## src/shared/jdh_pkg.sv

```systemverilog
/*
  Shared constants of the debug hub and trigger sequencer: register
  offsets, field positions, reset values, scan word layout, state codes.
  Assumes a 32-bit APB slave and a 50 MHz ref_clk.
*/
package jdh_pkg;
  localparam int MAX_PORTS  = 15;  // Command ports of the hub
  localparam int NUM_CHAINS = 4;   // User scan chains behind the TAP
  localparam int NUM_MU     = 16;  // Match units, also trigger ports
  localparam int MAX_LEVELS = 16;  // Sequencer levels
  localparam int TRIG_W     = 8;   // Widest trigger port
  localparam int CMD_W      = 16;  // Command and response payload
  localparam int ADDR_W     = 4;   // Port index in the scan word
  localparam int SR_W       = CMD_W + ADDR_W;
  // APB byte offsets
  localparam logic [7:0] OFS_CTRL   = 8'h00;
  localparam logic [7:0] OFS_STATUS = 8'h04;
  localparam logic [7:0] OFS_SEL_LO = 8'h08;
  localparam logic [7:0] OFS_SEL_HI = 8'h0c;
  localparam logic [7:0] OFS_BOOL   = 8'h10;
  localparam logic [7:0] OFS_MU_IDX = 8'h14;
  localparam logic [7:0] OFS_MU_CFG = 8'h18;
  localparam logic [7:0] OFS_INT_ST = 8'h1c;
  localparam logic [7:0] OFS_INT_MK = 8'h20;
  // Control fields
  localparam int CTRL_ARM    = 0;
  localparam int CTRL_SEQ    = 1;
  localparam int CTRL_CONSEC = 2;
  localparam int CTRL_LAST   = 4;
  // Interrupt bits
  localparam int IRQ_TRIG = 0;
  localparam int IRQ_CMD  = 1;
  localparam int IRQ_W    = 2;
  // Reset values
  localparam logic [31:0] CTRL_RST = 32'h0000_00f2;
  localparam logic [15:0] BOOL_RST = 16'h0000;
  localparam logic [15:0] MU_RST   = 16'h0000;
  typedef enum logic [1:0] {
    JDH_IDLE  = 2'b00,
    JDH_ARMED = 2'b01,
    JDH_DONE  = 2'b11
  } jdh_seq_st_t;
endpackage

```

## src/core/jdh_hub.sv

```systemverilog
/*
  Debug hub with analyzer trigger logic. A user scan chain, sampled on
  ref_clk, carries commands to up to fifteen capture-core ports; an APB
  slave sets up the match units and the level sequencer.
  Assumes scan chain pins are slow levels (tck well below ref_clk / 4),
  trigger ports and port responses are on ref_clk.
*/
`timescale 1ns/1ns
// Functional notes
// - Hub serves one to fifteen capture ports
// - Each capture core owns one port
// - Hub uses exactly one of four chains
// - Build parameter picks the chain, one-four
// - Primitive inside by default, else input ports
// - Only one chain port set active
// - Spare chain of two-chain primitive brought out
// - One to sixteen trigger ports, own widths
// - Boolean or sequencer, chosen at run time; zero levels parameter leaves Boolean only
// - Cyclic sequencer, trigger after last level
// - Advance only on the level's match event
// - Per-level match unit selectable at run time
// - Run-time consecutive or loose advance mode
// - At most sixteen match units in total
module jdh_hub #(
  parameter int             NUM_PORTS  = 1,
  parameter int             CHAIN      = 1,
  parameter bit             USE_PRIM   = 1'b1,
  parameter bit             SPARE_EN   = 1'b0,
  parameter int             NUM_TRIG   = 1,
  parameter logic [15:0]    MU_EN      = 16'hffff,
  parameter logic [15:0][2:0] TRIG_WM1 = '1,
  parameter int             SEQ_LEVELS = 16
) (
  // Clock and reset
  input  wire logic                    ref_clk,
  input  wire logic                    resetn,
  // APB slave
  input  wire logic                    psel,
  input  wire logic                    penable,
  input  wire logic                    pwrite,
  input  wire logic [7:0]              paddr,
  input  wire logic [31:0]             pwdata,
  output logic      [31:0]             prdata,
  output logic                         pready,
  output logic                         pslverr,
  output logic                         irq,
  // Internal primitive: one select per user chain
  input  wire logic [3:0]              tap_sel,
  input  wire logic                    tap_tck,
  input  wire logic                    tap_tdi,
  input  wire logic                    tap_shift,
  input  wire logic                    tap_capture,
  input  wire logic                    tap_update,
  output logic      [3:0]              tap_tdo,
  // External primitive chain
  input  wire logic                    ext_sel,
  input  wire logic                    ext_tck,
  input  wire logic                    ext_tdi,
  input  wire logic                    ext_shift,
  input  wire logic                    ext_capture,
  input  wire logic                    ext_update,
  output logic                         ext_tdo,
  // Spare chain for other logic
  output logic                         spare_sel,
  output logic                         spare_shift,
  output logic                         spare_capture,
  output logic                         spare_update,
  output logic                         spare_tdi,
  input  wire logic                    spare_tdo,
  // Capture-core command ports
  output logic [jdh_pkg::MAX_PORTS-1:0]             cmd_valid,
  output logic [jdh_pkg::MAX_PORTS-1:0][15:0]       cmd_data,
  input  wire logic [jdh_pkg::MAX_PORTS-1:0][15:0]  port_resp,
  // Analyzer trigger ports
  input  wire logic [jdh_pkg::NUM_MU-1:0][7:0]      trig_in,
  output logic                         trig_out
);
  import jdh_pkg::*;

  localparam int SPARE = (CHAIN == 1) ? 2 : 1;

  typedef struct packed {
    logic [31:0]                    rdata;
    logic                           ready;
    logic                           slverr;
    logic                           irq;
    logic [31:0]                    ctrl;
    logic [15:0][3:0]               sel;
    logic [15:0]                    bool_mask;
    logic [3:0]                     mu_idx;
    logic [NUM_MU-1:0][15:0]        mu_cfg;
    logic [IRQ_W-1:0]               int_st;
    logic [IRQ_W-1:0]               int_mk;
    logic                           tck_q;
    logic [SR_W-1:0]                sr;
    logic [ADDR_W-1:0]              cur;
    logic [3:0]                     tdo;
    logic                           ext_tdo;
    logic [4:0]                     spare;
    logic [MAX_PORTS-1:0]           cvalid;
    logic [MAX_PORTS-1:0][15:0]     cdata;
    logic                           trig_q;
  } jdh_hub_t;

  jdh_hub_t           s;
  jdh_hub_t           next_s;
  logic [15:0]        raw;
  logic [15:0]        syn;
  logic               c_sel;
  logic               c_tck;
  logic               c_tdi;
  logic               c_shift;
  logic               c_cap;
  logic               c_upd;
  logic               tck_rise;
  logic [NUM_MU-1:0]  ev;
  logic               arm;
  logic               s_armed;
  logic               s_trig;
  logic [3:0]         s_level;
  logic               acc;
  logic               wr;
  logic [31:0]        rd;
  logic               hit_ok;
  logic [IRQ_W-1:0]   ev_irq;
  logic [ADDR_W-1:0]  up_addr;

  // Every scan pin is a level from the TAP domain
  // Bit 6 is a filler, so the inner group sits at [15:7] and the outer at [5:0]
  assign raw = {tap_sel, tap_tck, tap_tdi, tap_shift, tap_capture, tap_update, 1'b0,
                ext_sel, ext_tck, ext_tdi, ext_shift, ext_capture, ext_update};

  jdh_sync #(
    .W (16)
  ) u_sync (
    .ref_clk (ref_clk),
    .resetn  (resetn),
    .d       (raw),
    .q       (syn)
  );

  // Chain used by the hub: a fixed chain of the inner primitive or the input ports
  always_comb begin
    if (USE_PRIM) begin
      // A chain counts only when its select is the sole one raised
      c_sel   = syn[12+CHAIN-1] && ($countones(syn[15:12]) == 1);
      c_tck   = syn[11];
      c_tdi   = syn[10];
      c_shift = syn[9];
      c_cap   = syn[8];
      c_upd   = syn[7];
    end else begin
      c_sel   = syn[5];
      c_tck   = syn[4];
      c_tdi   = syn[3];
      c_shift = syn[2];
      c_cap   = syn[1];
      c_upd   = syn[0];
    end
  end

  assign tck_rise = c_tck && !s.tck_q;
  assign up_addr  = s.sr[ADDR_W-1:0];

  // Match units: masked compare of each port against value and care bits
  genvar gi;
  generate
    for (gi = 0; gi < NUM_MU; gi++) begin : g_mu
      logic [7:0] wmask;
      assign wmask  = 8'((9'h002 << TRIG_WM1[gi]) - 9'h001);
      // Units beyond the built trigger ports never fire
      assign ev[gi] = MU_EN[gi] && (gi < NUM_TRIG) &&
                      (((trig_in[gi] ^ s.mu_cfg[gi][7:0]) & s.mu_cfg[gi][15:8] & wmask)
                       == 8'h00);
    end
  endgenerate

  assign arm = wr && (paddr == OFS_CTRL) && pwdata[CTRL_ARM];

  jdh_seq #(
    .SEQ_LEVELS (SEQ_LEVELS)
  ) u_seq (
    .ref_clk    (ref_clk),
    .resetn     (resetn),
    .arm        (arm),
    .seq_mode   (s.ctrl[CTRL_SEQ]),
    .consec     (s.ctrl[CTRL_CONSEC]),
    .last_level (s.ctrl[CTRL_LAST+:4]),
    .level_sel  (s.sel),
    .bool_mask  (s.bool_mask),
    .ev         (ev),
    .armed      (s_armed),
    .triggered  (s_trig),
    .level      (s_level)
  );

  // One wait state: ready is raised in the second access cycle
  assign acc = psel && penable && s.ready;
  assign wr  = acc && pwrite;

  // Read mux; unmapped offsets answer with an error
  always_comb begin
    rd     = 32'h0000_0000;
    hit_ok = 1'b1;
    case (paddr)
      OFS_CTRL:   rd = {s.ctrl[31:1], 1'b0};
      OFS_STATUS: rd = {16'h0000, 4'(NUM_PORTS), 4'(CHAIN), s_level,
                        2'b00, s_trig, s_armed};
      OFS_SEL_LO: rd = s.sel[7:0];
      OFS_SEL_HI: rd = s.sel[15:8];
      OFS_BOOL:   rd = {16'h0000, s.bool_mask};
      OFS_MU_IDX: rd = {28'h0000000, s.mu_idx};
      OFS_MU_CFG: rd = {16'h0000, s.mu_cfg[s.mu_idx]};
      OFS_INT_ST: rd = {30'h0, s.int_st};
      OFS_INT_MK: rd = {30'h0, s.int_mk};
      default:    hit_ok = 1'b0;
    endcase
  end

  // Events that feed the sticky status
  always_comb begin
    ev_irq           = '0;
    ev_irq[IRQ_TRIG] = s_trig && !s.trig_q;
    ev_irq[IRQ_CMD]  = c_sel && c_upd && tck_rise && (up_addr < ADDR_W'(NUM_PORTS));
  end

  // All next-state logic of the hub
  always_comb begin
    next_s        = s;
    next_s.tck_q  = c_tck;
    next_s.trig_q = s_trig;
    next_s.cvalid = '0;
    // APB handshake
    next_s.ready  = psel && penable && !s.ready;
    next_s.slverr = psel && penable && !s.ready && !hit_ok;
    if (psel && penable && !s.ready) begin
      next_s.rdata = pwrite ? 32'h0000_0000 : rd;
    end
    if (wr) begin
      case (paddr)
        OFS_CTRL:   next_s.ctrl   = {24'h000000, pwdata[7:1], 1'b0};
        OFS_SEL_LO: next_s.sel[7:0] = pwdata;
        OFS_SEL_HI: next_s.sel[15:8] = pwdata;
        OFS_BOOL:   next_s.bool_mask = pwdata[15:0];
        OFS_MU_IDX: next_s.mu_idx = pwdata[3:0];
        OFS_MU_CFG: next_s.mu_cfg[s.mu_idx] = pwdata[15:0];
        OFS_INT_MK: next_s.int_mk = pwdata[IRQ_W-1:0];
        default:    next_s.ctrl = s.ctrl;
      endcase
    end
    // Write one to clear; a new event in the same cycle wins
    if (wr && (paddr == OFS_INT_ST)) begin
      next_s.int_st = s.int_st & ~pwdata[IRQ_W-1:0];
    end
    next_s.int_st = next_s.int_st | ev_irq;
    next_s.irq    = |(next_s.int_st & next_s.int_mk);
    // Scan chain, acting on each sampled rising tck while the hub's chain is selected
    if (c_sel && tck_rise) begin
      if (c_cap) begin
        next_s.sr = {port_resp[s.cur], s.cur};
      end else if (c_shift) begin
        next_s.sr = {c_tdi, s.sr[SR_W-1:1]};
      end else if (c_upd) begin
        // Indices past the built port count are dropped
        if (up_addr < ADDR_W'(NUM_PORTS)) begin
          next_s.cur             = up_addr;
          next_s.cvalid[up_addr] = 1'b1;
          next_s.cdata[up_addr]  = s.sr[SR_W-1:ADDR_W];
        end
      end
    end
    // Return data on the chain in use, and on the spare when it is on; the others idle low
    next_s.tdo     = 4'h0;
    next_s.ext_tdo = 1'b0;
    if (USE_PRIM) begin
      next_s.tdo[CHAIN-1] = next_s.sr[0];
    end else begin
      next_s.ext_tdo = next_s.sr[0];
    end
    // Spare chain: synchronised copies, so it suits only slow logic
    next_s.spare = 5'h00;
    if (USE_PRIM && SPARE_EN) begin
      next_s.spare = {syn[12+SPARE-1], syn[9], syn[8], syn[7], syn[10]};
      next_s.tdo[SPARE-1] = spare_tdo;
    end
  end

  always_ff @(posedge ref_clk or negedge resetn) begin
    if (!resetn) begin
      s           <= '0;
      s.ctrl      <= CTRL_RST;
      s.bool_mask <= BOOL_RST;
      s.mu_cfg    <= {NUM_MU{MU_RST}};
    end else begin
      s <= next_s;
    end
  end

  // Outputs straight from the state register
  assign prdata        = s.rdata;
  assign pready        = s.ready;
  assign pslverr       = s.slverr;
  assign irq           = s.irq;
  assign tap_tdo       = s.tdo;
  assign ext_tdo       = s.ext_tdo;
  assign spare_sel     = s.spare[4];
  assign spare_shift   = s.spare[3];
  assign spare_capture = s.spare[2];
  assign spare_update  = s.spare[1];
  assign spare_tdi     = s.spare[0];
  assign cmd_valid     = s.cvalid;
  assign cmd_data      = s.cdata;
  assign trig_out      = s.trig_q;
endmodule

```

## src/core/jdh_sync.sv

```systemverilog
/*
  Two-stage synchroniser for a vector of independent levels.
  Assumes each bit is a slow level from outside the ref_clk domain.
*/
`timescale 1ns/1ns
module jdh_sync #(
  parameter int W = 1
) (
  // Clock and reset
  input  wire logic         ref_clk,
  input  wire logic         resetn,
  // Levels
  input  wire logic [W-1:0] d,
  output wire logic [W-1:0] q
);
  import jdh_pkg::*;

  typedef struct packed {
    logic [W-1:0] meta;
    logic [W-1:0] stable;
  } jdh_sync_st_t;

  jdh_sync_st_t s;
  jdh_sync_st_t next_s;

  // First stage feeds only the second
  always_comb begin
    next_s        = s;
    next_s.meta   = d;
    next_s.stable = s.meta;
  end

  always_ff @(posedge ref_clk or negedge resetn) begin
    if (!resetn) begin
      s <= '0;
    end else begin
      s <= next_s;
    end
  end

  assign q = s.stable;
endmodule

```

## src/core/jdh_seq.sv

```systemverilog
/*
  Trigger condition: cyclic level sequencer or Boolean OR of match events.
  Assumes match events arrive on ref_clk, one bit per match unit.
*/
`timescale 1ns/1ns
module jdh_seq #(
  parameter int SEQ_LEVELS = jdh_pkg::MAX_LEVELS
) (
  // Clock and reset
  input  wire logic                     ref_clk,
  input  wire logic                     resetn,
  // Run-time setup
  input  wire logic                     arm,
  input  wire logic                     seq_mode,
  input  wire logic                     consec,
  input  wire logic [3:0]               last_level,
  input  wire logic [15:0][3:0]         level_sel,
  input  wire logic [jdh_pkg::NUM_MU-1:0] bool_mask,
  // Events and result
  input  wire logic [jdh_pkg::NUM_MU-1:0] ev,
  output wire logic                     armed,
  output wire logic                     triggered,
  output wire logic [3:0]               level
);
  import jdh_pkg::*;

  typedef struct packed {
    jdh_seq_st_t st;
    logic [3:0]  lvl;
  } jdh_seq_t;

  jdh_seq_t s;
  jdh_seq_t next_s;
  logic     hit;
  logic     use_seq;
  logic [3:0] top;

  // Zero levels at build time leaves only the Boolean form
  assign use_seq = (SEQ_LEVELS > 0) && seq_mode;
  assign top     = (last_level > 4'(SEQ_LEVELS - 1)) ? 4'(SEQ_LEVELS - 1) : last_level;
  assign hit     = ev[level_sel[s.lvl]];

  always_comb begin
    next_s = s;
    if (arm) begin
      next_s.st  = JDH_ARMED;
      next_s.lvl = 4'h0;
    end else begin
      case (s.st)
        JDH_IDLE: begin
          next_s.lvl = 4'h0;
        end
        JDH_ARMED: begin
          if (!use_seq) begin
            if (|(ev & bool_mask)) begin
              next_s.st = JDH_DONE;
            end
          end else if (hit) begin
            if (s.lvl >= top) begin
              next_s.st  = JDH_DONE;
              next_s.lvl = 4'h0;
            end else begin
              next_s.lvl = s.lvl + 4'h1;
            end
          end else if (consec) begin
            next_s.lvl = 4'h0;
          end
        end
        JDH_DONE: begin
          next_s.lvl = 4'h0;
        end
        default: begin
          next_s = '0;
        end
      endcase
    end
  end

  always_ff @(posedge ref_clk or negedge resetn) begin
    if (!resetn) begin
      s <= '0;
    end else begin
      s <= next_s;
    end
  end

  assign armed     = (s.st == JDH_ARMED);
  assign triggered = (s.st == JDH_DONE);
  assign level     = s.lvl;
endmodule

```

## config.mk

```make
export PLATFORM = sky130hd
export DESIGN_NAME = jdh_hub
export DESIGN_NICKNAME = d
export VERILOG_FILES = /design/src/shared/jdh_pkg.sv /design/src/core/jdh_hub.sv /design/src/core/jdh_sync.sv /design/src/core/jdh_seq.sv
export SDC_FILE = /design/constraint.sdc
export NUM_CORES = 1
export LEC_CHECK = 0
export BUFFER_PORTS_ARGS = -buffer_cell sky130_fd_sc_hd__buf_4
export CAP_MARGIN = 40
export CORE_AREA = 2 2 282 284
export DETAILED_ROUTE_END_ITERATION = 7
export DIE_AREA = 0 0 284 286
export PLACE_DENSITY = 0.72
export SYNTH_ARGS = -nofsm -noshare
export SYNTH_HDL_FRONTEND = slang
export SYNTH_HIERARCHICAL = 1
export SYNTH_SLANG_ARGS = --single-unit
```

## constraint.sdc

```tcl
create_clock -name ref_clk -period 4.3 [get_ports ref_clk]
set_clock_uncertainty 0.2 [all_clocks]
set_input_delay 0 -clock ref_clk [delete_from_list [all_inputs] [get_ports ref_clk]]
set_output_delay 0 -clock ref_clk [all_outputs]
set_load 0.005 [all_outputs]
```

==> key figures, run 1 <==
Outcome
  • Status: finished clean

Floorplanning
  • Chip Width: 284 um
  • I/O Pins: 730
  • Die Y: 286 um
  • Die Area: 81220 sq um
  • # rows: 103
  • Initial Util: 40.93%
  • Core area: 78360 sq um

Timing
  • Period utilisation layout: 92.96%
  • Max Freq: between 200 and 300 MHz
  • Setup TNS: 0 ns
  • Final setup margin: ~0.3 ns
  • Final setup fails: 0
  • Final Hold Fails: 0
  • WHS: 0.1486 ns
  • Worst rel slew slack: 42.30%
  • Tightest Pin Transition: 0.8635 ns
  • Unrepaired setup endpoints after global routing: no
  • Final Critical Period: 3.997 ns
  • Max-slew violations: 0

GRT
  • Total GRT Usage: 19.92%
  • First-pass GRT wire length: between 100000 and 150000 um
  • Initial antenna violation count: 3
  • Gr ovfl total: 0
  • Vias in the first global route: around 22000
  • Largest net degree at the start of global routing: 113

Clock network
  • TritonCTS buffer count: 77
  • Skew-Pair Late Insertion Delay: 0.62 ns
  • Clock sink total: 691
  • CTS tree: yes
  • Clock buffer depth: 3
  • Worst-path clk slew: 0.06 ns
  • Htree depth: 3
  • Root Driver: clkbuf_16

Finish
  • Final nets: 3191
  • Fill cells: 6616
  • Area Growth Syn to Fin: 22.25%
  • FF+latch area: 17310 sq um
  • Share of layout cells above drive strength 1: 46.27%
  • Area of the multi-input gates: 11210 sq um

Setup path
  • Setup crit start kind: flop
  • Setup CP Type: reg -> reg
  • Arr. time, crit path: 4.34 ns
  • CP Capture Type: flop
  • WP data required: 4.64 ns
  • CP max FO: 32

Worst hold path
  • Worst hold path class: reg -> reg

Yosys
  • Mapped Area: 32070 sq um
  • Synth Instances: 2481
  • Syn_area_per_cell: around 13 sq um
  • Ys Warns: 6

Placed design
  • RePlAce Congestion: a little over 0.9
  • Dpl ws: around 0.71 ns
  • Port buffer count: 593
  • Detailed Place HPWL: 58100 um

Detailed routing
  • First-pass DRT Iterations: 7
  • Post-route ant nets: 0
  • Vias per std cell: 5.147
  • Remaining DRCs: 0
  • Total routed wirelength: 82960 um
  • Drt wl/cell: between 20 and 25 um
  • Vias: 19910
  • 1st-iter DRT viols: about 1300

Power
  • Max VDD drop: about 0.27 mV
  • LEAKAGE: 18.99 nW
  • PD cells: 381.3 nW/um^2

Run
  • Number of max-cap violations: 0
## cells in the final DEF (no fill, tap or decap), drive strengths merged, types with 29 or more instances in the layout
| cell type | n |
|---|---|
| inv | 29 |
| dfrtp | 686 |
| nand2 | 99 |
| mux4 | 111 |
| clkbuf | 102 |
| mux2i | 64 |
| conb | 61 |
| mux2 | 377 |
| nor2 | 45 |
| buf | 647 |
| dlygate4sd3 | 151 |
| o21ai | 34 |
| a22oi | 67 |
| a21oi | 37 |
## critical path: stages (launching register included)
cell	delay (ns)
dfrtp_4	0.72
nor2b_2	0.39
buf_4	0.24
nand2_1	0.07
o211ai_1	0.12
dlygate4sd3_1	0.62
a21oi_1	0.08
dlygate4sd3_1	0.59
o41ai_1	0.31
dlygate4sd3_1	0.59
## path summary, 6_finish.rpt
kind                                    from           end  slack, ns  cells after the start
min reg2reg                u_sync/next_s[11]  u_sync/q[11]       0.15                      0
min                        u_sync/next_s[11]  u_sync/q[11]       0.15                      0
min in group asynchronous             resetn        s[639]       0.49                      3
max                                   s[267]        s[277]       0.30                      9
max reg2reg                           s[267]        s[277]       0.30                      9
max in group asynchronous             resetn   u_sync/q[7]       2.76                      4
## flip-flops by register name, summed over array words and instances, names as in the netlist
signal,flops
u_sync/q,9
irq,1
s,376
pready,1
trig_out,1
u_seq/s,2
cmd_data,240
pslverr,1
cmd_valid,15
prdata,32
u_sync/next_s,9
u_seq/level,4
## layer usage
| metal | GRT usage [%] | part of all wire [%] |
|---|---|---|
| met3 | 3.317 | 5.0 |
| met5 | 0 | 0 |
| met4 | 7.276 | 3.5 |
| met1 | 24.14 | 39 |
| met2 | 35.74 | 53 |
## layout make-up
| cell class | instances | area share [%] |
|---|---|---|
| diodes | 4 | 0.02553 |
| repair buffers | 798 | 16.57 |
| multi-input cells | 1161 | 28.61 |
| clock buffers | 102 | 5.537 |
| inverters | 23 | 0.2202 |
| flip-flops and latches | 691 | 44.16 |
| well taps | 1050 | 3.351 |
| clock inverters | 39 | 1.526 |
## repair_timing
action,CTS,global route
endpoints found under the hold margin,809,1
hold buffers,151,1
resized for setup,0,1
setup endpoints to repair,0,5
setup buffers,0,2
## per-stage QoR
step	power, W	instances	util [%]	cell area [sq um]
after floorplan	0.007270	2541	-	32290
final	0.01495	3868	50.03	39200
after CTS	0.01512	3861	49.95	39140
after detailed placement	0.007817	3569	44.47	34840
after global routing	0.01552	3867	50.03	39200
after global placement	0.007774	3569	44.47	34840
## report_power, final
part | internal, W | leakage [nW] | switching, W
Sequential | 0.00665 | 9.49 | 0.000114
Combinational | 0.000579 | 8.14 | 0.000532
Clock | 0.00427 | 1.36 | 0.00280
Power figures use the tool's default switching activity.
==> inputs of run 2 (changes only) <==
Settings changed: CTS_BUF_LIST from default to sky130_fd_sc_hd__clkbuf_2 sky130_fd_sc_hd__clkbuf_4 sky130_fd_sc_hd__clkbuf_8.
==> run 2 against run 1 <==
Effect of this change: non-clock buffer count up 15; cell count up 2.2%; wire length up 0.63%; worst hold slack worse by 0.087 ns; setup slack worse by 0.072 ns; register-to-register slack worse by 0.07 ns; power down 3.2%; combinational power about the same; clock power down 6.6%; highest routed layer unchanged.
==> key figures, run 2 (synthesis results as in run 1) <==
Outcome
  • Status: finished clean (unchanged)

Worst hold path
  • Hold depth: 3 (was 0)
  • Worst hold path class: in -> reg (was reg -> reg)
  • Worst Hold Path EP: s[468] (was u_sync/q[11])
  • Hold_sp: pwdata[13] (was u_sync/next_s[11])

GRT
  • Gr ovfl total: 0 (unchanged)
  • Total GRT Usage: 20.01% (was 19.92%)
  • Initial antenna violation count: 4 (was 3)
  • Vias in the first global route: 22000 (was 21590)
  • First-pass GRT wire length: 127900 um (was 126800 um)
  • Largest net degree at the start of global routing: 113 (unchanged)

Setup path
  • Setup crit start kind: flop (unchanged)
  • CP cell instances: buf_4 -> mux2i_1 -> o211ai_1 -> dlygate4sd3_1 -> a21oi_1 -> dlygate4sd3_1 -> o41ai_1 -> dlygate4sd3_1 (was nor2b_2 -> buf_4 -> nand2_1 -> o211ai_1 -> dlygate4sd3_1 -> a21oi_1 -> dlygate4sd3_1 -> o41ai_1 -> dlygate4sd3_1)
  • CP Capture Type: flop (unchanged)
  • Max incr delay on CP: 0.82 ns (was 0.72 ns)
  • Worst R2R Start: s[267] (unchanged)
  • CP max FO: 32 (unchanged)
  • Reg2reg end: s[286] (was s[277])
  • R2R Setup Slk: 0.23 ns (was 0.30 ns)
  • Setup CP Type: reg -> reg (unchanged)
  • Arr. time, crit path: 4.53 ns (was 4.34 ns)
  • Most used cell, CP: dlygate4sd3_1 (unchanged)
  • Worst path slowest cell: dfrtp_4 (unchanged)
  • R2r worst-path depth: 8 (was 9)
  • WP data required: 4.76 ns (was 4.64 ns)

Power
  • PD cells: 368.5 nW/um^2 (was 381.3 nW/um^2)
  • Register share of total power: 46.8% (was 45.3%)
  • Clock power share: 45.6% (was 47.3%)
  • Comb pwr share: 7.7% (was 7.4%)
  • Net Sw Frac: 23.37% (was 23.04%)
  • Cell Int Power: 0.01109 W (was 0.01150 W)
  • Switching power: 0.003383 W (was 0.003444 W)
  • Max VDD drop: 0.2384 mV (was 0.2726 mV)
  • LEAKAGE: 19.16 nW (was 18.99 nW)

Run
  • Number of max-cap violations: 0 (unchanged)

Detailed routing
  • Total routed wirelength: 83480 um (was 82960 um)
  • 1st-iter DRT viols: 1255 (was 1345)
  • First-pass DRT Iterations: 6 (was 7)
  • Post-route ant nets: 0 (unchanged)
  • Drt wl/cell: 21.11 um (was 21.45 um)
  • Vias: 20200 (was 19910)
  • Vias per std cell: 5.107 (was 5.147)
  • Remaining DRCs: 0 (unchanged)

Finish
  • Fill cells: 6645 (was 6616)
  • Area Growth Syn to Fin: 22.52% (was 22.25%)
  • Max FFs per register: 376 (unchanged)
  • Most common cell after layout, fill and taps aside: dfrtp_1 (unchanged)
  • Non-filler instance count after layout: 3954 (was 3868)
  • Final nets: 3246 (was 3191)
  • Design area: 39290 sq um (was 39200 sq um)
  • Share of layout cells above drive strength 1: 47.69% (was 46.27%)
  • Most frequent cells in the layout: dfrtp_1 (682), buf_4 (637), mux2_2 (365) (unchanged)
  • Register with the most flip-flops: s (unchanged)

Floorplanning
  • Die Area: 81220 sq um (unchanged)
  • Die Y: 286 um (unchanged)
  • Initial Util: 40.93% (unchanged)
  • Core area: 78360 sq um (unchanged)
  • # rows: 103 (unchanged)
  • I/O Pins: 730 (unchanged)
  • Chip Width: 284 um (unchanged)

Timing
  • Max Freq: 245.8 MHz (was 250.2 MHz)
  • Final setup fails: 0 (unchanged)
  • Final Critical Period: 4.069 ns (was 3.997 ns)
  • Period utilisation layout: 94.62% (was 92.96%)
  • Max-slew violations: 0 (unchanged)
  • Unrepaired setup endpoints after global routing: no (unchanged)
  • Final Hold Fails: 0 (unchanged)
  • Setup TNS: 0 ns (unchanged)
  • Tightest Pin Transition: 0.8900 ns (was 0.8635 ns)
  • Worst rel slew slack: 40.53% (was 42.30%)

Clock network
  • TritonCTS buffer count: 117 (was 77)
  • CTS tree: yes (unchanged)
  • Skew-Pair Late Insertion Delay: 0.74 ns (was 0.62 ns)
  • Htree depth: 3 (unchanged)
  • Clock sink total: 691 (unchanged)
  • Clock buffer depth: 3 (unchanged)
  • Worst-path clk slew: 0.06 ns (about the same)
  • Root Driver: clkbuf_8 (was clkbuf_16)

Placed design
  • Placed inst area: 34840 sq um (unchanged)
  • Port buffer count: 593 (unchanged)
  • Detailed Place HPWL: 58100 um (unchanged)
  • Cell Count Post-Placement: 3569 (unchanged)
  • RePlAce Congestion: 0.9050 (unchanged)
==> run 2: cell types whose count changed in the layout (fill, tap and decap cells not counted), moves of 5 or more <==
| cell | previous run | this run |
|---|---|---|
| dlygate4sd3_1 | 151 | 166 |
| clkbuf_16 | 77 | 0 |
| clkbuf_8 | 15 | 153 |
| clkbuf_4 | 0 | 34 |
| clkbuf_1 | 10 | 0 |
| bufinv_16 | 11 | 6 |
==> run 2: layout make-up <==
cell class                 instances  area (sq um)  area share [%]
sequential                       691         17310           44.07
multi-input combinational       1161         11210           28.54
timing repair buffer             813          6646           16.92
clock buffer                     187          2361           6.009
tap                             1050          1314           3.344
clock inverter                    25         344.1          0.8758
inverter                          23         86.33          0.2197
antenna                            4         10.01         0.02548
==> run 2: per-stage QoR <==
step           utilization, %  setup slack [ns]  total power, W  hold slack [ns]
2_1_floorplan               -             1.118        0.007270          -0.4956
3_3_place_gp            44.47            0.7474        0.007774         -0.08901
3_5_place_dp            44.47            0.7144        0.007817         -0.08961
4_1_cts                 50.08           0.02904         0.01466         0.004103
5_1_grt                 50.14            0.1232         0.01508          0.03992
6_report                50.14            0.2311         0.01448          0.06168
==> run 2: per-layer routing <==
metal | vias up | part of all wire [%] | global-route usage (%)
met2 | 701 | 53 | 35.98
met1 | 10340 | 39 | 24.18
met5 | - | 0 | 0
met4 | 0 | 3.2 | 7.079
met3 | 174 | 5.1 | 3.469
li1 | 8983 | - | -
==> run 2: worst max path at each step <==
stage                  from          end  depth (start not counted)
2_1_floorplan  u_sync/q[12]  cmd_data[0]                         11
5_1_grt              s[267]       s[277]                          9
4_1_cts              s[267]       s[277]                          9
3_5_place_dp   u_sync/q[12]  cmd_data[4]                         11
3_3_place_gp   u_sync/q[12]  cmd_data[5]                         11
6_report             s[267]       s[286]                          8
==> run 2: power by group through the flow <==
stage                     combinational (W)  clock [W]  sequential (W)
after floorplan                    0.000429          0         0.00684
after global placement             0.000899          0         0.00687
after detailed placement           0.000935          0         0.00688
after CTS                           0.00111    0.00678         0.00677
after global routing                0.00122    0.00708         0.00678
final                               0.00111    0.00660         0.00677
==> run 2: what timing repair did <==
action	CTS	global route
resized for setup	0	1
setup buffers	0	2
hold buffers	167	0
hold endpoints to repair	1081	0
setup endpoints to repair	0	11
==> run 2: worst max-delay path: cells and delay by family (launching register included) <==
family,cells,cell delay (ns)
buffers and inverters,4,2.19
AO/OA/AOI/OAI,3,0.63
flip-flops,1,0.82
multiplexers,1,0.14
==> inputs of run 3 (changes only) <==
Clock period 4.3 ns to 4.6 ns, I/O delays scaled along.
==> run 3 against run 2 <==
Effect of this change: power decreased by 7.1%; fmax down 4.4%; non-clock buffer count down 16; die area unchanged; critical path type unchanged; critical endpoint is now s[288]; global-route usage increased by 0.14 points; clock power fell by 8.3%; first-iteration DRC count grew 15%; setup slack improved by 0.11 ns.
==> key figures, run 3 (synthesis results as in run 1) <==
Outcome
  • Status: finished clean (unchanged)

Setup path
  • CP Capture Type: flop (unchanged)
  • R2r worst-path depth: 8 (unchanged)
  • Worst path slowest cell: dfrtp_4 (unchanged)
  • R2R Setup Slk: 0.34 ns (was 0.23 ns)
  • WP data required: 5.07 ns (was 4.76 ns)
  • Max incr delay on CP: 0.94 ns (was 0.82 ns)
  • Setup crit start kind: flop (unchanged)
  • CP cell instances: buf_4 -> mux2i_1 -> o211ai_1 -> dlygate4sd3_1 -> a21oi_1 -> dlygate4sd3_1 -> o41ai_1 -> dlygate4sd3_1 (unchanged)
  • Arr. time, crit path: 4.73 ns (was 4.53 ns)
  • CP max FO: 50 (was 32)
  • Reg2reg end: s[288] (was s[286])
  • Most used cell, CP: dlygate4sd3_1 (unchanged)
  • Setup CP Type: reg -> reg (unchanged)
  • Crit. Startpoint: s[267] (unchanged)
  • Worst R2R Start: s[267] (unchanged)

Timing
  • Tightest Pin Transition: 0.9066 ns (was 0.8900 ns)
  • Final Hold Fails: 0 (unchanged)
  • Max Freq: 235.0 MHz (was 245.8 MHz)
  • Max-slew violations: 0 (unchanged)
  • Period utilisation layout: 92.51% (was 94.62%)
  • Setup TNS: 0 ns (unchanged)
  • Unrepaired setup endpoints after global routing: no (unchanged)
  • Final setup margin: 0.3445 ns (was 0.2311 ns)
  • Final Critical Period: 4.256 ns (was 4.069 ns)
  • Final setup fails: 0 (unchanged)
  • Worst rel slew slack: 39.24% (was 40.53%)

Worst hold path
  • Worst Hold Path EP: s[308] (was s[468])
  • Hold depth: 3 (unchanged)
  • Hold_sp: pwdata[13] (unchanged)
  • Worst hold path class: in -> reg (unchanged)

Detailed routing
  • 1st-iter DRT viols: 1439 (was 1255)
  • Total routed wirelength: 82770 um (was 83480 um)
  • First-pass DRT Iterations: 5 (was 6)
  • Remaining DRCs: 0 (unchanged)
  • Drt wl/cell: 21.01 um (was 21.11 um)
  • Vias per std cell: 5.074 (was 5.107)
  • Vias: 19990 (was 20200)
  • Post-route ant nets: 0 (unchanged)

Floorplanning
  • I/O Pins: 730 (unchanged)
  • Die Y: 286 um (unchanged)
  • Core area: 78360 sq um (unchanged)
  • Initial Util: 40.93% (unchanged)
  • Die Area: 81220 sq um (unchanged)
  • Chip Width: 284 um (unchanged)
  • # rows: 103 (unchanged)

GRT
  • Largest net degree at the start of global routing: 127 (was 113)
  • Total GRT Usage: 20.16% (was 20.01%)
  • Initial antenna violation count: 5 (was 4)
  • First-pass GRT wire length: 128200 um (was 127900 um)
  • Gr ovfl total: 0 (unchanged)
  • Vias in the first global route: 21860 (was 22000)

Clock network
  • Postcts setup bufs: 0 (unchanged)
  • CTS tree: yes (unchanged)
  • Worst-path clk slew: 0.06 ns (about the same)
  • Skew-Pair Late Insertion Delay: 0.76 ns (was 0.74 ns)
  • Clock sink total: 691 (unchanged)
  • Cts hold-fix bufs: 157 (was 167)
  • Htree depth: 3 (unchanged)
  • Root Driver: clkbuf_8 (unchanged)
  • Cts repair resizes: 0 (unchanged)
  • Clock buffer depth: 3 (unchanged)
  • TritonCTS buffer count: 114 (was 117)

Finish
  • Max FFs per register: 376 (unchanged)
  • Register with the most flip-flops: s (unchanged)
  • Most common cell after layout, fill and taps aside: dfrtp_1 (unchanged)
  • Area Growth Syn to Fin: 21.96% (was 22.52%)
  • Most frequent cells in the layout: dfrtp_1 (682), buf_4 (629), mux2_2 (365) (was dfrtp_1 (682), buf_4 (637), mux2_2 (365))
  • Final nets: 3227 (was 3246)
  • Fill cells: 6701 (was 6645)
  • Share of layout cells above drive strength 1: 47.73% (was 47.69%)

Power
  • Max VDD drop: 0.2306 mV (was 0.2384 mV)
  • Total power: 0.01345 W (was 0.01448 W)
  • LEAKAGE: 19.06 nW (was 19.16 nW)
  • PD cells: 343.9 nW/um^2 (was 368.5 nW/um^2)

Placed design
  • Port buffer count: 593 (unchanged)
  • Dpl ws: 1.043 ns (was 0.7144 ns)
  • Detailed Place HPWL: 58220 um (was 58100 um)
  • RePlAce Congestion: 0.8933 (was 0.9050)

Run
  • Number of max-cap violations: 0 (unchanged)
run 3: cell count changes in the layout (fill, tap and decap cells not counted), moves of 4 or more:
cell,change
dlygate4sd3_1,-10
buf_4,-8
clkinv_2,+9
clkbuf_4,-6
buf_8,+4
run 3: routing by layer:
| metal | GRT usage [%] | wire length [um] | vias to the layer above |
|---|---|---|---|
| li1 | - | - | 8959 |
| met5 | 0 | 0 | - |
| met2 | 36.43 | 43970 | 723 |
| met3 | 3.270 | 4261 | 149 |
| met4 | 6.987 | 2268 | 0 |
| met1 | 24.39 | 32270 | 10160 |
run 3: power by group:
group / internal, W / switching [W]
clock network: 0.00347 / 0.00258
logic: 0.000553 / 0.000506
registers: 0.00622 / 0.000115
run 3: area by class of cell:
class	count	area, sq um	area share [%]
Antenna cell	5	12.51	0.03199
Clock buffer	178	2275	5.816
Clock inverter	35	381.6	0.9758
Multi-Input combinational cell	1161	11210	28.67
Sequential cell	691	17310	44.27
Tap cell	1050	1314	3.359
Inverter	23	86.33	0.2208
Timing Repair Buffer	797	6514	16.66
run 3: how the worst max path moves through the flow:
| stage | to | slack, ns | cells after the start |
|---|---|---|---|
| CTS | s[287] | 0.42 | 8 |
| detailed placement | cmd_data[6] | 1.04 | 11 |
| global placement | cmd_data[5] | 0.98 | 11 |
| floorplan | cmd_data[0] | 1.42 | 11 |
| global route | s[288] | 0.08 | 8 |
| finish | s[288] | 0.34 | 8 |
run 3: through the flow:
stage	utilization, %	hold WS, ns	std cells	instance area [sq um]
final	49.91	0.05223	3940	39110
after global routing	49.91	0.05206	3940	39110
after CTS	49.89	0.009915	3935	39100
after detailed placement	44.48	-0.08958	3565	34850
after global placement	44.33	-0.09850	3558	34730
after floorplan	-	-0.4956	2541	32290
run 3: worst max-delay path, delay by kind of cell (launching register included):
family	cells	cell delay, ns
buf+inv	4	2.24
mux	1	0.17
flops	1	0.94
compound gates	3	0.61
